==> src/include/packet_status_pkg.sv <==
// Constants, types and layouts shared by the packet status readout and group check logic
package packet_status_pkg;

  localparam logic [3:0]  ADDR_DATA      = 4'h0;
  localparam logic [3:0]  ADDR_STATUS    = 4'h1;
  localparam logic [3:0]  ADDR_INDEX     = 4'h2;
  localparam logic [3:0]  ADDR_CHECK_IN  = 4'h6;

  localparam int          BIT_DEPTH      = 7;
  localparam int          BIT_BLOCK_LOCK = 6;
  localparam int          BIT_FRAME_LOCK = 5;
  localparam int          BIT_UNCORR     = 4;
  localparam int          BIT_PARITY     = 3;
  localparam int          BIT_HEAD       = 2;
  localparam int          BIT_GROUP_OK   = 1;
  localparam int          BIT_REALTIME   = 0;

  localparam logic [7:0]  STATUS_RESET   = 8'h00;
  localparam logic [7:0]  INDEX_RESET    = 8'h00;
  localparam logic [7:0]  MAX_DATA_INDEX = 8'hBD;
  localparam logic [7:0]  MAX_PAR_INDEX  = 8'h51;

  localparam int          DATA_BITS      = 176;
  localparam logic [4:0]  DATA_BYTES     = 5'h16;
  localparam logic [7:0]  SER_HEAD_BITS  = 8'h10;
  localparam logic [7:0]  SER_DATA_END   = 8'hC0;

  localparam logic [7:0]  SER_ADDR_DATA  = 8'hFB;
  localparam logic [7:0]  SER_ADDR_CHECK = 8'hFC;
  localparam logic [7:0]  SER_ADDR_REGS  = 8'hFD;

  localparam int          CRC_WIDTH      = 16;
  localparam logic [15:0] CRC_POLY       = 16'h1021;
  localparam logic [15:0] CRC_INIT       = 16'h0000;

  // Update window ahead of the interrupt edge and the clock it is counted in
  localparam int          UPDATE_WIN_NS  = 1000000;
  localparam int          CLK_PERIOD_NS  = 40;
  localparam int          UPDATE_WIN_CYC = UPDATE_WIN_NS / CLK_PERIOD_NS;
  localparam logic [1:0]  INT_LEAD_CYC   = 2'h2;

  // Pin order: {SER_DI, SER_CL, SER_CE, DMA_ACK, WR_N, RD_N, CS_N}
  localparam int          PIN_COUNT      = 7;
  localparam logic [6:0]  PIN_IDLE       = 7'h07;

  typedef enum logic [1:0] {
    METHOD_A       = 2'h0,
    METHOD_A_PRIME = 2'h1,
    METHOD_B       = 2'h2,
    METHOD_C       = 2'h3
  } frame_method_e;

  typedef enum logic [3:0] {
    SER_ADDR  = 4'b0001,
    SER_READ  = 4'b0010,
    SER_CHECK = 4'b0100,
    SER_IDLE  = 4'b1000
  } ser_state_e;

  typedef struct packed {
    logic                 vh_applied;
    logic                 block_locked;
    logic                 frame_locked;
    logic                 uncorrectable;
    logic                 is_parity;
    logic                 is_head;
    logic                 is_realtime;
    logic [7:0]           block_index;
    logic [DATA_BITS-1:0] data;
  } packet_info_s;

endpackage : packet_status_pkg

==> src/logic/group_check_crc.sv <==
// Byte-wide divider for the data-group check word
`timescale 1ns/10ps
`default_nettype none
module group_check_crc
  import packet_status_pkg::*;
(
  input  wire logic       clk,        // System clock
  input  wire logic       rst_n,      // Async reset, active low
  input  wire logic       clear,      // Level; holds remainder at zero
  input  wire logic       byte_valid, // One-cycle byte strobe
  input  wire logic [7:0] byte_in,    // Group byte, first bit in bit 7
  output logic            zero        // Remainder is all zero
);

  logic [CRC_WIDTH-1:0] rem_reg;
  logic [CRC_WIDTH-1:0] rem_next;

  function automatic logic [CRC_WIDTH-1:0] crc_byte(input logic [CRC_WIDTH-1:0] c, input logic [7:0] b);
    logic [CRC_WIDTH-1:0] r;
    logic                 fb;
    r = c;
    for (int i = 7; i >= 0; i--) begin
      fb = r[CRC_WIDTH-1] ^ b[i];
      r = {r[CRC_WIDTH-2:0], 1'b0} ^ (fb ? CRC_POLY : CRC_INIT);
    end
    return r;
  endfunction : crc_byte

  // No length counter: the remainder simply keeps dividing
  assign rem_next = clear ? CRC_INIT : (byte_valid ? crc_byte(rem_reg, byte_in) : rem_reg);
  assign zero     = (rem_reg == CRC_INIT);

  always_ff @(posedge clk or negedge rst_n) begin
    if (!rst_n) rem_reg <= CRC_INIT;
    else        rem_reg <= rem_next;
  end

  a_clear_zeroes: assert property (@(posedge clk) disable iff (!rst_n) clear |=> zero)
    else $error("remainder not zero after clear");

endmodule : group_check_crc
`default_nettype wire

==> src/logic/packet_status_readout.sv <==
// Status and index registers, post-correction readout and group check front end
`timescale 1ns/10ps
`default_nettype none
module packet_status_readout
  import packet_status_pkg::*;
#(
  parameter int UPDATE_WIN = UPDATE_WIN_CYC // Cycles of the update window
)(
  input  wire logic          CLK_SYS,          // 25 MHz system clock
  input  wire logic          RST_N,            // Async reset, active low
  input  wire logic          PKT_VALID,        // One-cycle pulse, packet ready
  input  wire packet_info_s  PKT_INFO,         // Packet flags, index and data
  input  wire frame_method_e FRAME_METHOD,     // Frame structure in use
  input  wire logic          VERTICAL_CORRECTION_HALT,         // Vertical correction halted
  input  wire logic          GROUP_CHECK_CLEAR,// Clear the check remainder
  input  wire logic          BUS_16,           // Parallel bus is 16 bits wide
  input  wire logic          DMA_EN,           // Data reads use DMA
  input  wire logic          DMA_READ_ON_ACK,  // Acknowledge strobes the read
  input  wire logic          DMA_REQUEST_ACTIVE_HIGH, // Request polarity
  input  wire logic          DMA_ACKNOWLEDGE_ACTIVE_HIGH, // Acknowledge polarity
  input  wire logic          CS_N,             // Chip select pin
  input  wire logic          RD_N,             // Read strobe pin
  input  wire logic          WR_N,             // Write strobe pin
  input  wire logic [3:0]    ADDR,             // Register address lines
  input  wire logic [15:0]   D_IN,             // Data bus input
  output logic      [15:0]   D_OUT,            // Data bus output
  output logic               D_OE,             // Data bus drive enable
  input  wire logic          DMA_ACK,          // DMA acknowledge pin
  output logic               DMA_REQ,          // DMA request pin
  output logic               INT_N,            // Packet interrupt, active low
  output logic               GROUP_CHECK_OK,   // Check remainder all zero
  input  wire logic          SER_CE,           // Serial enable pin
  input  wire logic          SER_CL,           // Serial clock pin
  input  wire logic          SER_DI,           // Serial data in pin
  output logic               SER_DO_OUT,       // Serial data out level
  output logic               SER_DO_OE         // Serial data out drive enable
);

  // Three-stage pin synchronisers; a level counts once stages two and three agree
  logic [PIN_COUNT-1:0] pin_raw;
  logic [PIN_COUNT-1:0] s1_reg;
  logic [PIN_COUNT-1:0] s2_reg;
  logic [PIN_COUNT-1:0] s3_reg;
  logic [PIN_COUNT-1:0] pin_reg;
  logic [PIN_COUNT-1:0] pin_next;

  assign pin_raw  = {SER_DI, SER_CL, SER_CE, DMA_ACK, WR_N, RD_N, CS_N};
  assign pin_next = (s2_reg & s3_reg) | (pin_reg & (s2_reg ^ s3_reg));

  always_ff @(posedge CLK_SYS or negedge RST_N) begin
    if (!RST_N) begin
      s1_reg  <= PIN_IDLE;
      s2_reg  <= PIN_IDLE;
      s3_reg  <= PIN_IDLE;
      pin_reg <= PIN_IDLE;
    end else begin
      s1_reg  <= pin_raw;
      s2_reg  <= s1_reg;
      s3_reg  <= s2_reg;
      pin_reg <= pin_next;
    end
  end

  wire cs_s   = ~pin_reg[0];
  wire rd_s   = ~pin_reg[1];
  wire wr_s   = ~pin_reg[2];
  wire ack_s  = (pin_reg[3] == DMA_ACKNOWLEDGE_ACTIVE_HIGH);
  wire ce_s   = pin_reg[4];
  wire cl_s   = pin_reg[5];
  wire di_s   = pin_reg[6];

  // Packet capture
  logic [7:0]           status_reg;
  logic [7:0]           index_reg;
  logic [DATA_BITS-1:0] data_reg;
  logic [4:0]           ptr_reg;
  logic [4:0]           ptr_next;
  logic                 avail_reg;
  logic [1:0]           lead_reg;
  logic                 int_n_reg;
  logic                 crc_zero;

  wire rt_ok    = PKT_INFO.is_realtime & (FRAME_METHOD == METHOD_A_PRIME);
  // Parity blocks coming out of the vertical pass are dropped outright
  wire load     = PKT_VALID & ~(PKT_INFO.vh_applied & PKT_INFO.is_parity);

  logic [7:0] status_new;
  always_comb begin
    status_new                 = STATUS_RESET;
    status_new[BIT_DEPTH]      = PKT_INFO.vh_applied & ~rt_ok;
    status_new[BIT_BLOCK_LOCK] = PKT_INFO.block_locked;
    status_new[BIT_FRAME_LOCK] = PKT_INFO.frame_locked;
    status_new[BIT_UNCORR]     = PKT_INFO.uncorrectable;
    status_new[BIT_PARITY]     = PKT_INFO.is_parity & ~rt_ok;
    status_new[BIT_HEAD]       = PKT_INFO.is_head;
    status_new[BIT_REALTIME]   = rt_ok;
  end

  // Byte of the packet data, first bit at bit 7; past the end reads zero
  function automatic logic [7:0] byte_at(input logic [DATA_BITS-1:0] d, input logic [4:0] i);
    if (i >= DATA_BYTES) return 8'h00;
    return d[(DATA_BITS - 8) - 8 * int'(i) +: 8];
  endfunction : byte_at

  // Group check bit is live, so the value read is the one just before the read
  wire [7:0] status_view = {status_reg[7:2], crc_zero, status_reg[0]};

  always_ff @(posedge CLK_SYS or negedge RST_N) begin
    if (!RST_N) begin
      status_reg <= STATUS_RESET;
      index_reg  <= INDEX_RESET;
      data_reg   <= '0;
    end else if (load) begin
      status_reg <= status_new;
      // Index is passed through as given; under a halted vertical pass it means nothing
      index_reg  <= PKT_INFO.block_index;
      data_reg   <= PKT_INFO.data;
    end
  end

  // Interrupt edge follows the register update by a fixed lead, well inside the window
  always_ff @(posedge CLK_SYS or negedge RST_N) begin
    if (!RST_N) begin
      lead_reg  <= 2'h0;
      int_n_reg <= 1'b1;
    end else if (load) begin
      lead_reg  <= INT_LEAD_CYC;
      int_n_reg <= 1'b1;
    end else if (lead_reg != 2'h0) begin
      lead_reg  <= lead_reg - 2'h1;
      int_n_reg <= (lead_reg != 2'h1);
    end
  end
  assign INT_N = int_n_reg;

  // Parallel port strobes
  logic rd_act_reg;
  logic wr_act_reg;
  logic [15:0] dout_reg;
  logic        oe_reg;

  wire dma_rd    = DMA_EN & DMA_READ_ON_ACK & ack_s;
  wire rd_act    = (cs_s & rd_s) | dma_rd;
  wire rd_start  = rd_act & ~rd_act_reg;
  wire rd_end    = ~rd_act & rd_act_reg;
  wire wr_start  = cs_s & wr_s & ~wr_act_reg;
  // Data reads assume address zero, so a DMA cycle needs no address decode
  wire data_sel  = dma_rd | (ADDR == ADDR_DATA);
  wire step2     = BUS_16;
  wire [15:0] data_word = step2 ? {byte_at(data_reg, ptr_reg), byte_at(data_reg, ptr_reg + 5'h1)}
                                : {8'h00, byte_at(data_reg, ptr_reg)};

  logic [15:0] rd_word;
  always_comb begin
    rd_word = 16'h0000;
    if (data_sel)                  rd_word = data_word;
    else if (ADDR == ADDR_STATUS)  rd_word = {8'h00, status_view};
    else if (ADDR == ADDR_INDEX)   rd_word = {8'h00, index_reg};
  end

  // Data reads step the pointer and a load clears it; status and index reads leave the pointer and status register alone
  always_comb begin
    ptr_next = ptr_reg;
    if (load)
      ptr_next = 5'h00;
    else if (rd_end && data_sel && ptr_reg < DATA_BYTES)
      ptr_next = ptr_reg + (step2 ? 5'h2 : 5'h1);
  end

  always_ff @(posedge CLK_SYS or negedge RST_N) begin
    if (!RST_N) begin
      rd_act_reg <= 1'b0;
      wr_act_reg <= 1'b0;
      dout_reg   <= 16'h0000;
      oe_reg     <= 1'b0;
      ptr_reg    <= 5'h00;
      avail_reg  <= 1'b0;
    end else begin
      rd_act_reg <= rd_act;
      wr_act_reg <= cs_s & wr_s;
      if (rd_start) dout_reg <= rd_word;
      oe_reg     <= rd_act;
      ptr_reg    <= ptr_next;
      avail_reg  <= load | (avail_reg & (ptr_next < DATA_BYTES));
    end
  end

  assign D_OUT = dout_reg;
  assign D_OE  = oe_reg;

  // Request drops while a transfer is in flight so one word moves per request
  wire dma_request_level = DMA_EN & avail_reg & ~rd_act_reg;
  assign DMA_REQ  = DMA_REQUEST_ACTIVE_HIGH ? dma_request_level : ~dma_request_level;

  // Serial port: address shifted in while enable is low, mode chosen on enable rise
  ser_state_e ser_state_reg;
  ser_state_e ser_state_next;
  logic       ce_reg;
  logic       cl_reg;
  logic [7:0] addr_sh_reg;
  logic [7:0] bit_idx_reg;
  logic [7:0] bit_lim_reg;
  logic [7:0] in_sh_reg;
  logic [2:0] in_cnt_reg;
  logic       do_bit_reg;
  logic       do_oe_reg;

  wire cl_rise = cl_s & ~cl_reg;
  wire ce_rise = ce_s & ~ce_reg;

  function automatic logic ser_bit(input logic [7:0] i, input logic [7:0] st,
                                   input logic [7:0] ix, input logic [DATA_BITS-1:0] d);
    if (i < 8'h08)         return st[i[2:0]];
    if (i < SER_HEAD_BITS) return ix[i[2:0]];
    return d[DATA_BITS - 1 - int'(i - SER_HEAD_BITS)];
  endfunction : ser_bit

  always_comb begin
    ser_state_next = ser_state_reg;
    case (ser_state_reg)
      SER_ADDR: begin
        if (ce_rise) begin
          if (addr_sh_reg == SER_ADDR_DATA || addr_sh_reg == SER_ADDR_REGS) ser_state_next = SER_READ;
          else if (addr_sh_reg == SER_ADDR_CHECK) ser_state_next = SER_CHECK;
          else ser_state_next = SER_IDLE;
        end
      end
      SER_READ, SER_CHECK, SER_IDLE: begin
        if (!ce_s) ser_state_next = SER_ADDR;
      end
      default: ser_state_next = SER_ADDR;
    endcase
  end

  wire ser_byte = (ser_state_reg == SER_CHECK) && cl_rise && (in_cnt_reg == 3'h7);
  wire [7:0] ser_byte_val = {di_s, in_sh_reg[7:1]};
  wire [7:0] lim_sel = (addr_sh_reg == SER_ADDR_REGS) ? SER_HEAD_BITS : SER_DATA_END;

  always_ff @(posedge CLK_SYS or negedge RST_N) begin
    if (!RST_N) begin
      ser_state_reg <= SER_ADDR;
      ce_reg        <= 1'b0;
      cl_reg        <= 1'b0;
      addr_sh_reg   <= 8'h00;
      bit_idx_reg   <= 8'h00;
      bit_lim_reg   <= 8'h00;
      in_sh_reg     <= 8'h00;
      in_cnt_reg    <= 3'h0;
    end else begin
      ser_state_reg <= ser_state_next;
      ce_reg        <= ce_s;
      cl_reg        <= cl_s;
      if (ser_state_reg == SER_ADDR && !ce_s && cl_rise) addr_sh_reg <= {di_s, addr_sh_reg[7:1]};
      if (ce_rise) begin
        bit_idx_reg <= 8'h00;
        bit_lim_reg <= lim_sel;
        in_cnt_reg  <= 3'h0;
      end else if (cl_rise && ser_state_reg == SER_READ && bit_idx_reg < bit_lim_reg) begin
        bit_idx_reg <= bit_idx_reg + 8'h01;
      end else if (cl_rise && ser_state_reg == SER_CHECK) begin
        in_sh_reg   <= ser_byte_val;
        in_cnt_reg  <= in_cnt_reg + 3'h1;
      end
    end
  end

  // Open drain: drive only to pull the line low
  wire ser_drive = (ser_state_reg == SER_READ) && ce_s && (bit_idx_reg < bit_lim_reg);
  always_ff @(posedge CLK_SYS or negedge RST_N) begin
    if (!RST_N) begin
      do_bit_reg <= 1'b1;
      do_oe_reg  <= 1'b0;
    end else begin
      do_bit_reg <= ser_bit(bit_idx_reg, status_view, index_reg, data_reg);
      do_oe_reg  <= ser_drive & ~ser_bit(bit_idx_reg, status_view, index_reg, data_reg);
    end
  end
  assign SER_DO_OUT = 1'b0;
  assign SER_DO_OE  = do_oe_reg;

  // Group check: parallel writes to the check register and serial check bytes
  wire       par_byte  = wr_start && (ADDR == ADDR_CHECK_IN);
  wire       chk_valid = par_byte | ser_byte;
  wire [7:0] chk_byte  = par_byte ? D_IN[7:0] : ser_byte_val;

  group_check_crc u_check (
    .clk        (CLK_SYS),
    .rst_n      (RST_N),
    .clear      (GROUP_CHECK_CLEAR),
    .byte_valid (chk_valid),
    .byte_in    (chk_byte),
    .zero       (crc_zero)
  );
  assign GROUP_CHECK_OK = crc_zero;

  a_depth_realtime: assert property (@(posedge CLK_SYS) disable iff (!RST_N)
    status_reg[BIT_REALTIME] |-> !status_reg[BIT_DEPTH] && !status_reg[BIT_PARITY])
    else $error("depth or parity flag set on real-time packet");

  a_realtime_method: assert property (@(posedge CLK_SYS) disable iff (!RST_N)
    load && FRAME_METHOD != METHOD_A_PRIME |=> !status_reg[BIT_REALTIME])
    else $error("real-time flag outside method A-prime");

  a_int_after_update: assert property (@(posedge CLK_SYS) disable iff (!RST_N)
    $fell(INT_N) |-> $past(load, 3) && !$past(load, 2) && !$past(load))
    else $error("interrupt edge not two cycles after update");

  a_int_follows_load: assert property (@(posedge CLK_SYS) disable iff (!RST_N)
    load ##1 !load [*2] |=> !INT_N)
    else $error("interrupt missing after update");

  a_no_parity_out: assert property (@(posedge CLK_SYS) disable iff (!RST_N)
    PKT_VALID && PKT_INFO.vh_applied && PKT_INFO.is_parity |=> $stable(status_reg) && $stable(index_reg))
    else $error("post-vertical parity block reached registers");

  a_status_read_quiet: assert property (@(posedge CLK_SYS) disable iff (!RST_N)
    rd_end && !data_sel && !load |=> $stable(ptr_reg) && $stable(status_reg))
    else $error("register read changed state");

  a_ptr_bound: assert property (@(posedge CLK_SYS) disable iff (!RST_N)
    ptr_reg <= DATA_BYTES)
    else $error("data pointer beyond 22 bytes");

  a_dma_request_level: assert property (@(posedge CLK_SYS) disable iff (!RST_N)
    !DMA_EN |-> DMA_REQ == !DMA_REQUEST_ACTIVE_HIGH)
    else $error("request active with DMA off");

  a_group_bit_live: assert property (@(posedge CLK_SYS) disable iff (!RST_N)
    rd_start && ADDR == ADDR_STATUS && !dma_rd |=> dout_reg[BIT_GROUP_OK] == $past(crc_zero))
    else $error("status bit 1 differs from remainder state");

  a_serial_head: assert property (@(posedge CLK_SYS) disable iff (!RST_N)
    ser_drive && bit_idx_reg < 8'h08 |=> do_bit_reg == $past(status_view[bit_idx_reg[2:0]]))
    else $error("serial status bit out of order");

endmodule : packet_status_readout
`default_nettype wire

==> config.mk <==
export PLATFORM = sky130hd
export DESIGN_NAME = packet_status_readout
export DESIGN_NICKNAME = d
export VERILOG_FILES = /design/src/include/packet_status_pkg.sv /design/src/logic/group_check_crc.sv /design/src/logic/packet_status_readout.sv
export SDC_FILE = /design/constraint.sdc
export NUM_CORES = 1
export LEC_CHECK = 0
export BUFFER_PORTS_ARGS = -buffer_cell sky130_fd_sc_hd__buf_4
export CORE_MARGIN = 2
export CORE_UTILIZATION = 55
export DETAILED_ROUTE_END_ITERATION = 8
export GPL_TIMING_DRIVEN = 0
export PLACE_DENSITY = 0.77
export SYNTH_ARGS = -nofsm -noshare
export SYNTH_HDL_FRONTEND = slang
export SYNTH_SLANG_ARGS = --single-unit
==> constraint.sdc <==
create_clock -name CLK_SYS -period 6.1 [get_ports CLK_SYS]
set_input_delay 1.22 -clock CLK_SYS [delete_from_list [all_inputs] [get_ports CLK_SYS]]
set_output_delay 1.22 -clock CLK_SYS [all_outputs]
set_load 0.005 [all_outputs]
==> summary.md <==
| Metric | Value |
|---|---|
| TritonCTS clock tree | `done` |
| EDFF count, synth | `0` |
| Vias in the first global route | `14116` |
| Worst setup margin | `~2.6 ns` |
| Overall Power | `5.599 mW` |
| Worst min-delay path startpoint | `s1_reg[5]` |
| Minimum clock period | `approximately 3.5 ns` |
| Cells after DPL | `2255` |
| Maximum fanout along the worst path | `10` |
| Residual DRC | `0` |
| Post-Syn Area | `16800 um2` |
| Share of post-route cells with drive strength above 1 | `26.55%` |
| Hold depth | `0` |
| Routed Antenna Nets | `0` |
| Final GP Congestion | `1.010` |
| Area Growth Syn to Fin | `20.14%` |
| Initial antenna violation count | `1` |
| Max Slew Vio Count | `0` |
| Sw frac | `between 30% and 40%` |
| Synthesized Nets | `1877` |
| Vias | `14098` |
| F_max | `0.2832 GHz` |
| Worst hold endpoint | `s2_reg[5]` |
| Max-cap violations | `0` |
| Logic pwr share | `20.8%` |
| Worst hold slack | `between 0.3 and 0.4 ns` |
| Switch Pwr | `1.680 mW` |
| Gate Count Post-Synth | `1622` |
| Asr flop ratio synth | `100.0%` |
| Post-Layout Cell Count | `2311` |
| Critical Path Start Type | `flip-flop` |
| GRT overflow | `0` |
| Setup Total Neg Slack | `0 ns` |
| Cell Pwr Density | `277.3 nW/um2` |
| Post_cts resized | `0` |
| Finish-stage setup viols | `0` |
| Detail Placement HPWL | `40.10 mm` |
| Worst Skew | `0.009843 ns` |
| Critical path arrival | `3.98 ns` |
| Ant diodes | `0` |
| Post CTS Setup Buffer Count | `0` |
| CTS root buf | `clkbuf_16` |
| Yosys warns | `0` |
| Die ar. | `31970 um2` |
| Nets | `around 2200` |
| 1st-pass router iterations | `5` |
| R2R depth | `10` |
| Post-synth top area cell | `dfrtp_1` |
| Seq pwr share | `roughly 45%` |
| Worst-path clk slew | `0.07 ns` |
| Avg WL per Cell | `22.81 um` |
| CTS buffer count | `30` |
| Tcrit/Tclk final | `between 50 and 60%` |
| Initial DRC count | `1752` |
| Cell-internal power | `3.919 mW` |
| Hold Vio Cnt, Final | `0` |
| Slew @ Worst Pin | `1.318 ns` |
| Maximum clock path buffer count | `3` |
| Core Area | `between 20000 and 30000 um2` |
| R2r setup slk | `2.57 ns` |
| Rows | `63` |
| Clk pwr share | `between 30% and 40%` |
| Largest net degree at the start of global routing | `127` |
| Cell variety after synth | `71` |
| Clk_lat worst skew | `around 0.58 ns` |
| First-pass GRT wire length | `a little over 80 mm` |
| Synth Area per Inst | `10.36 um2` |
| Worst hold path type | `reg -> reg` |
| Area share of the largest cell type after synthesis | `around 42%` |
| Pre-CTS setup slack | `2.670 ns` |
| Chip width | `178.8 um` |
| Reg2reg end | `D_OUT[1]` |
| IO Pins | `252` |
| Tot GR Track Use | `roughly 34%` |
| Top cells by count, synth | `611 x nand2_1, 283 x dfrtp_1, 130 x mux4_2, 65 x clkbuf_1, 58 x mux2i_1` |
| Primary FF master, synth | `dfrtp_1` |
| Largest register FFs | `around 180` |
| RSZ-0062 raised after global routing | `false` |
| Seq cells post-synth | `297` |
| RR Startpoint | `ptr_reg[1]` |
| Top-count cell post-synth | `nand2_1` |
| Setup crit end kind | `flip-flop` |
| Initial Util | `a little under three fifths` |
| Vias per std cell | `6.100` |
| I/O Buffers | `241` |
| Seq/Total Area, Yosys | `44.33%` |
| Leakage power | `around 9.4 nW` |
| Status | `finished, final reports clean` |
| CTS sink count | `about 300` |
| CTS Hold Bufs | `0` |
| Crit Path Category | `reg -> reg` |
| Top cells by area, synth | `dfrtp_1 42%, mux4_2 17%, nand2_1 14%, mux2i_1 3.5%, dfstp_2 2.2%` |
| Die H | `178.8 um` |
| Worst EP required | `6.55 ns` |
| Worst IR Drop VDD | `0.2002 mV` |
| H-tree level count | `1` |
| Slew headroom | `10.89%` |
| Final WL | `52.72 mm` |
-- metal layers --
| metal | global-route usage, % | wire (um) |
|---|---|---|
| met1 | 45.07 | 20380 |
| met2 | 55.19 | 25320 |
| met3 | 7.125 | 5145 |
| met4 | 11.18 | 1865 |
| met5 | 0 | 0 |
-- layout make-up --
| class | count | area, um2 |
|---|---|---|
| Buffer | 106 | 524.3 |
| Clock buffer | 38 | 830.8 |
| Clock inverter | 18 | 193.9 |
| Fill cell | 2259 | 9686 |
| Inverter | 27 | 101.3 |
| Multi-Input combinational cell | 1192 | 8730 |
| Sequential cell | 297 | 7450 |
| Tap cell | 390 | 488.0 |
| Timing Repair Buffer | 243 | 1872 |
-- worst max-delay path, cell delays in order (launching register included) --
cell and delay [ns]:
dfrtp_1 0.47, ha_1 0.27, xor2_1 0.18, ha_1 0.29, buf_1 0.41, clkbuf_1 0.81
mux4_2 0.41, inv_1 0.08, o22ai_1 0.10, o211ai_1 0.27, a31oi_1 0.11
-- power groups by stage --
stage / clock, mW / combinational (mW) / sequential, mW
global route: 2.01 / 1.28 / 2.55
CTS: 1.93 / 1.16 / 2.51
global placement: 0 / 1.11 / 2.53
finish: 1.90 / 1.17 / 2.53
detailed placement: 0 / 1.15 / 2.55
floorplan: 0 / 0.742 / 2.43
-- how the worst max path moves through the flow --
stage	from	endpoint	slack, ns	cells past startpoint
6_report	ptr_reg[1]	D_OUT[1]	2.57	10
5_1_grt	ptr_reg[1]	D_OUT[7]	2.51	9
4_1_cts	ptr_reg[1]	D_OUT[1]	2.66	10
3_5_place_dp	ptr_reg[1]	D_OUT[1]	2.67	10
3_3_place_gp	RST_N	data_reg[120]	1.34	1
2_1_floorplan	BUS_16	avail_reg	3.23	9
-- stage by stage --
stage               instance area, um2  util (%)
floorplan                        16800         -
global placement                 19100     63.94
detailed placement               19160     64.15
CTS                              20190     67.58
global route                     20190     67.58
finish                           20190     67.58
-- kinds of logic after synthesis --
kind of cell    Yosys count  synth area share [%]
simple gates            738                 17.68
flops                   297                 44.33
mux                     213                 22.55
compound gates          168                 7.245
buf+inv                 133                 3.723
xor+xnor                 47                 2.539
fa+ha+maj                25                 1.906
other cells               1               0.02231
-- placed cells by master, fill, tap and decap left out, types with 22 or more instances in the layout --
master / instances
a21oi_1: 25
a22o_1: 22
buf_4: 248
clkbuf_1: 68
clkbuf_16: 30
dfrtp_1: 283
ha_1: 24
inv_1: 25
mux2_2: 25
mux2i_1: 58
mux4_2: 130
nand2_1: 611
nor2_1: 55
xnor2_1: 28
Note: power is estimated with default switching activity, not from simulation.
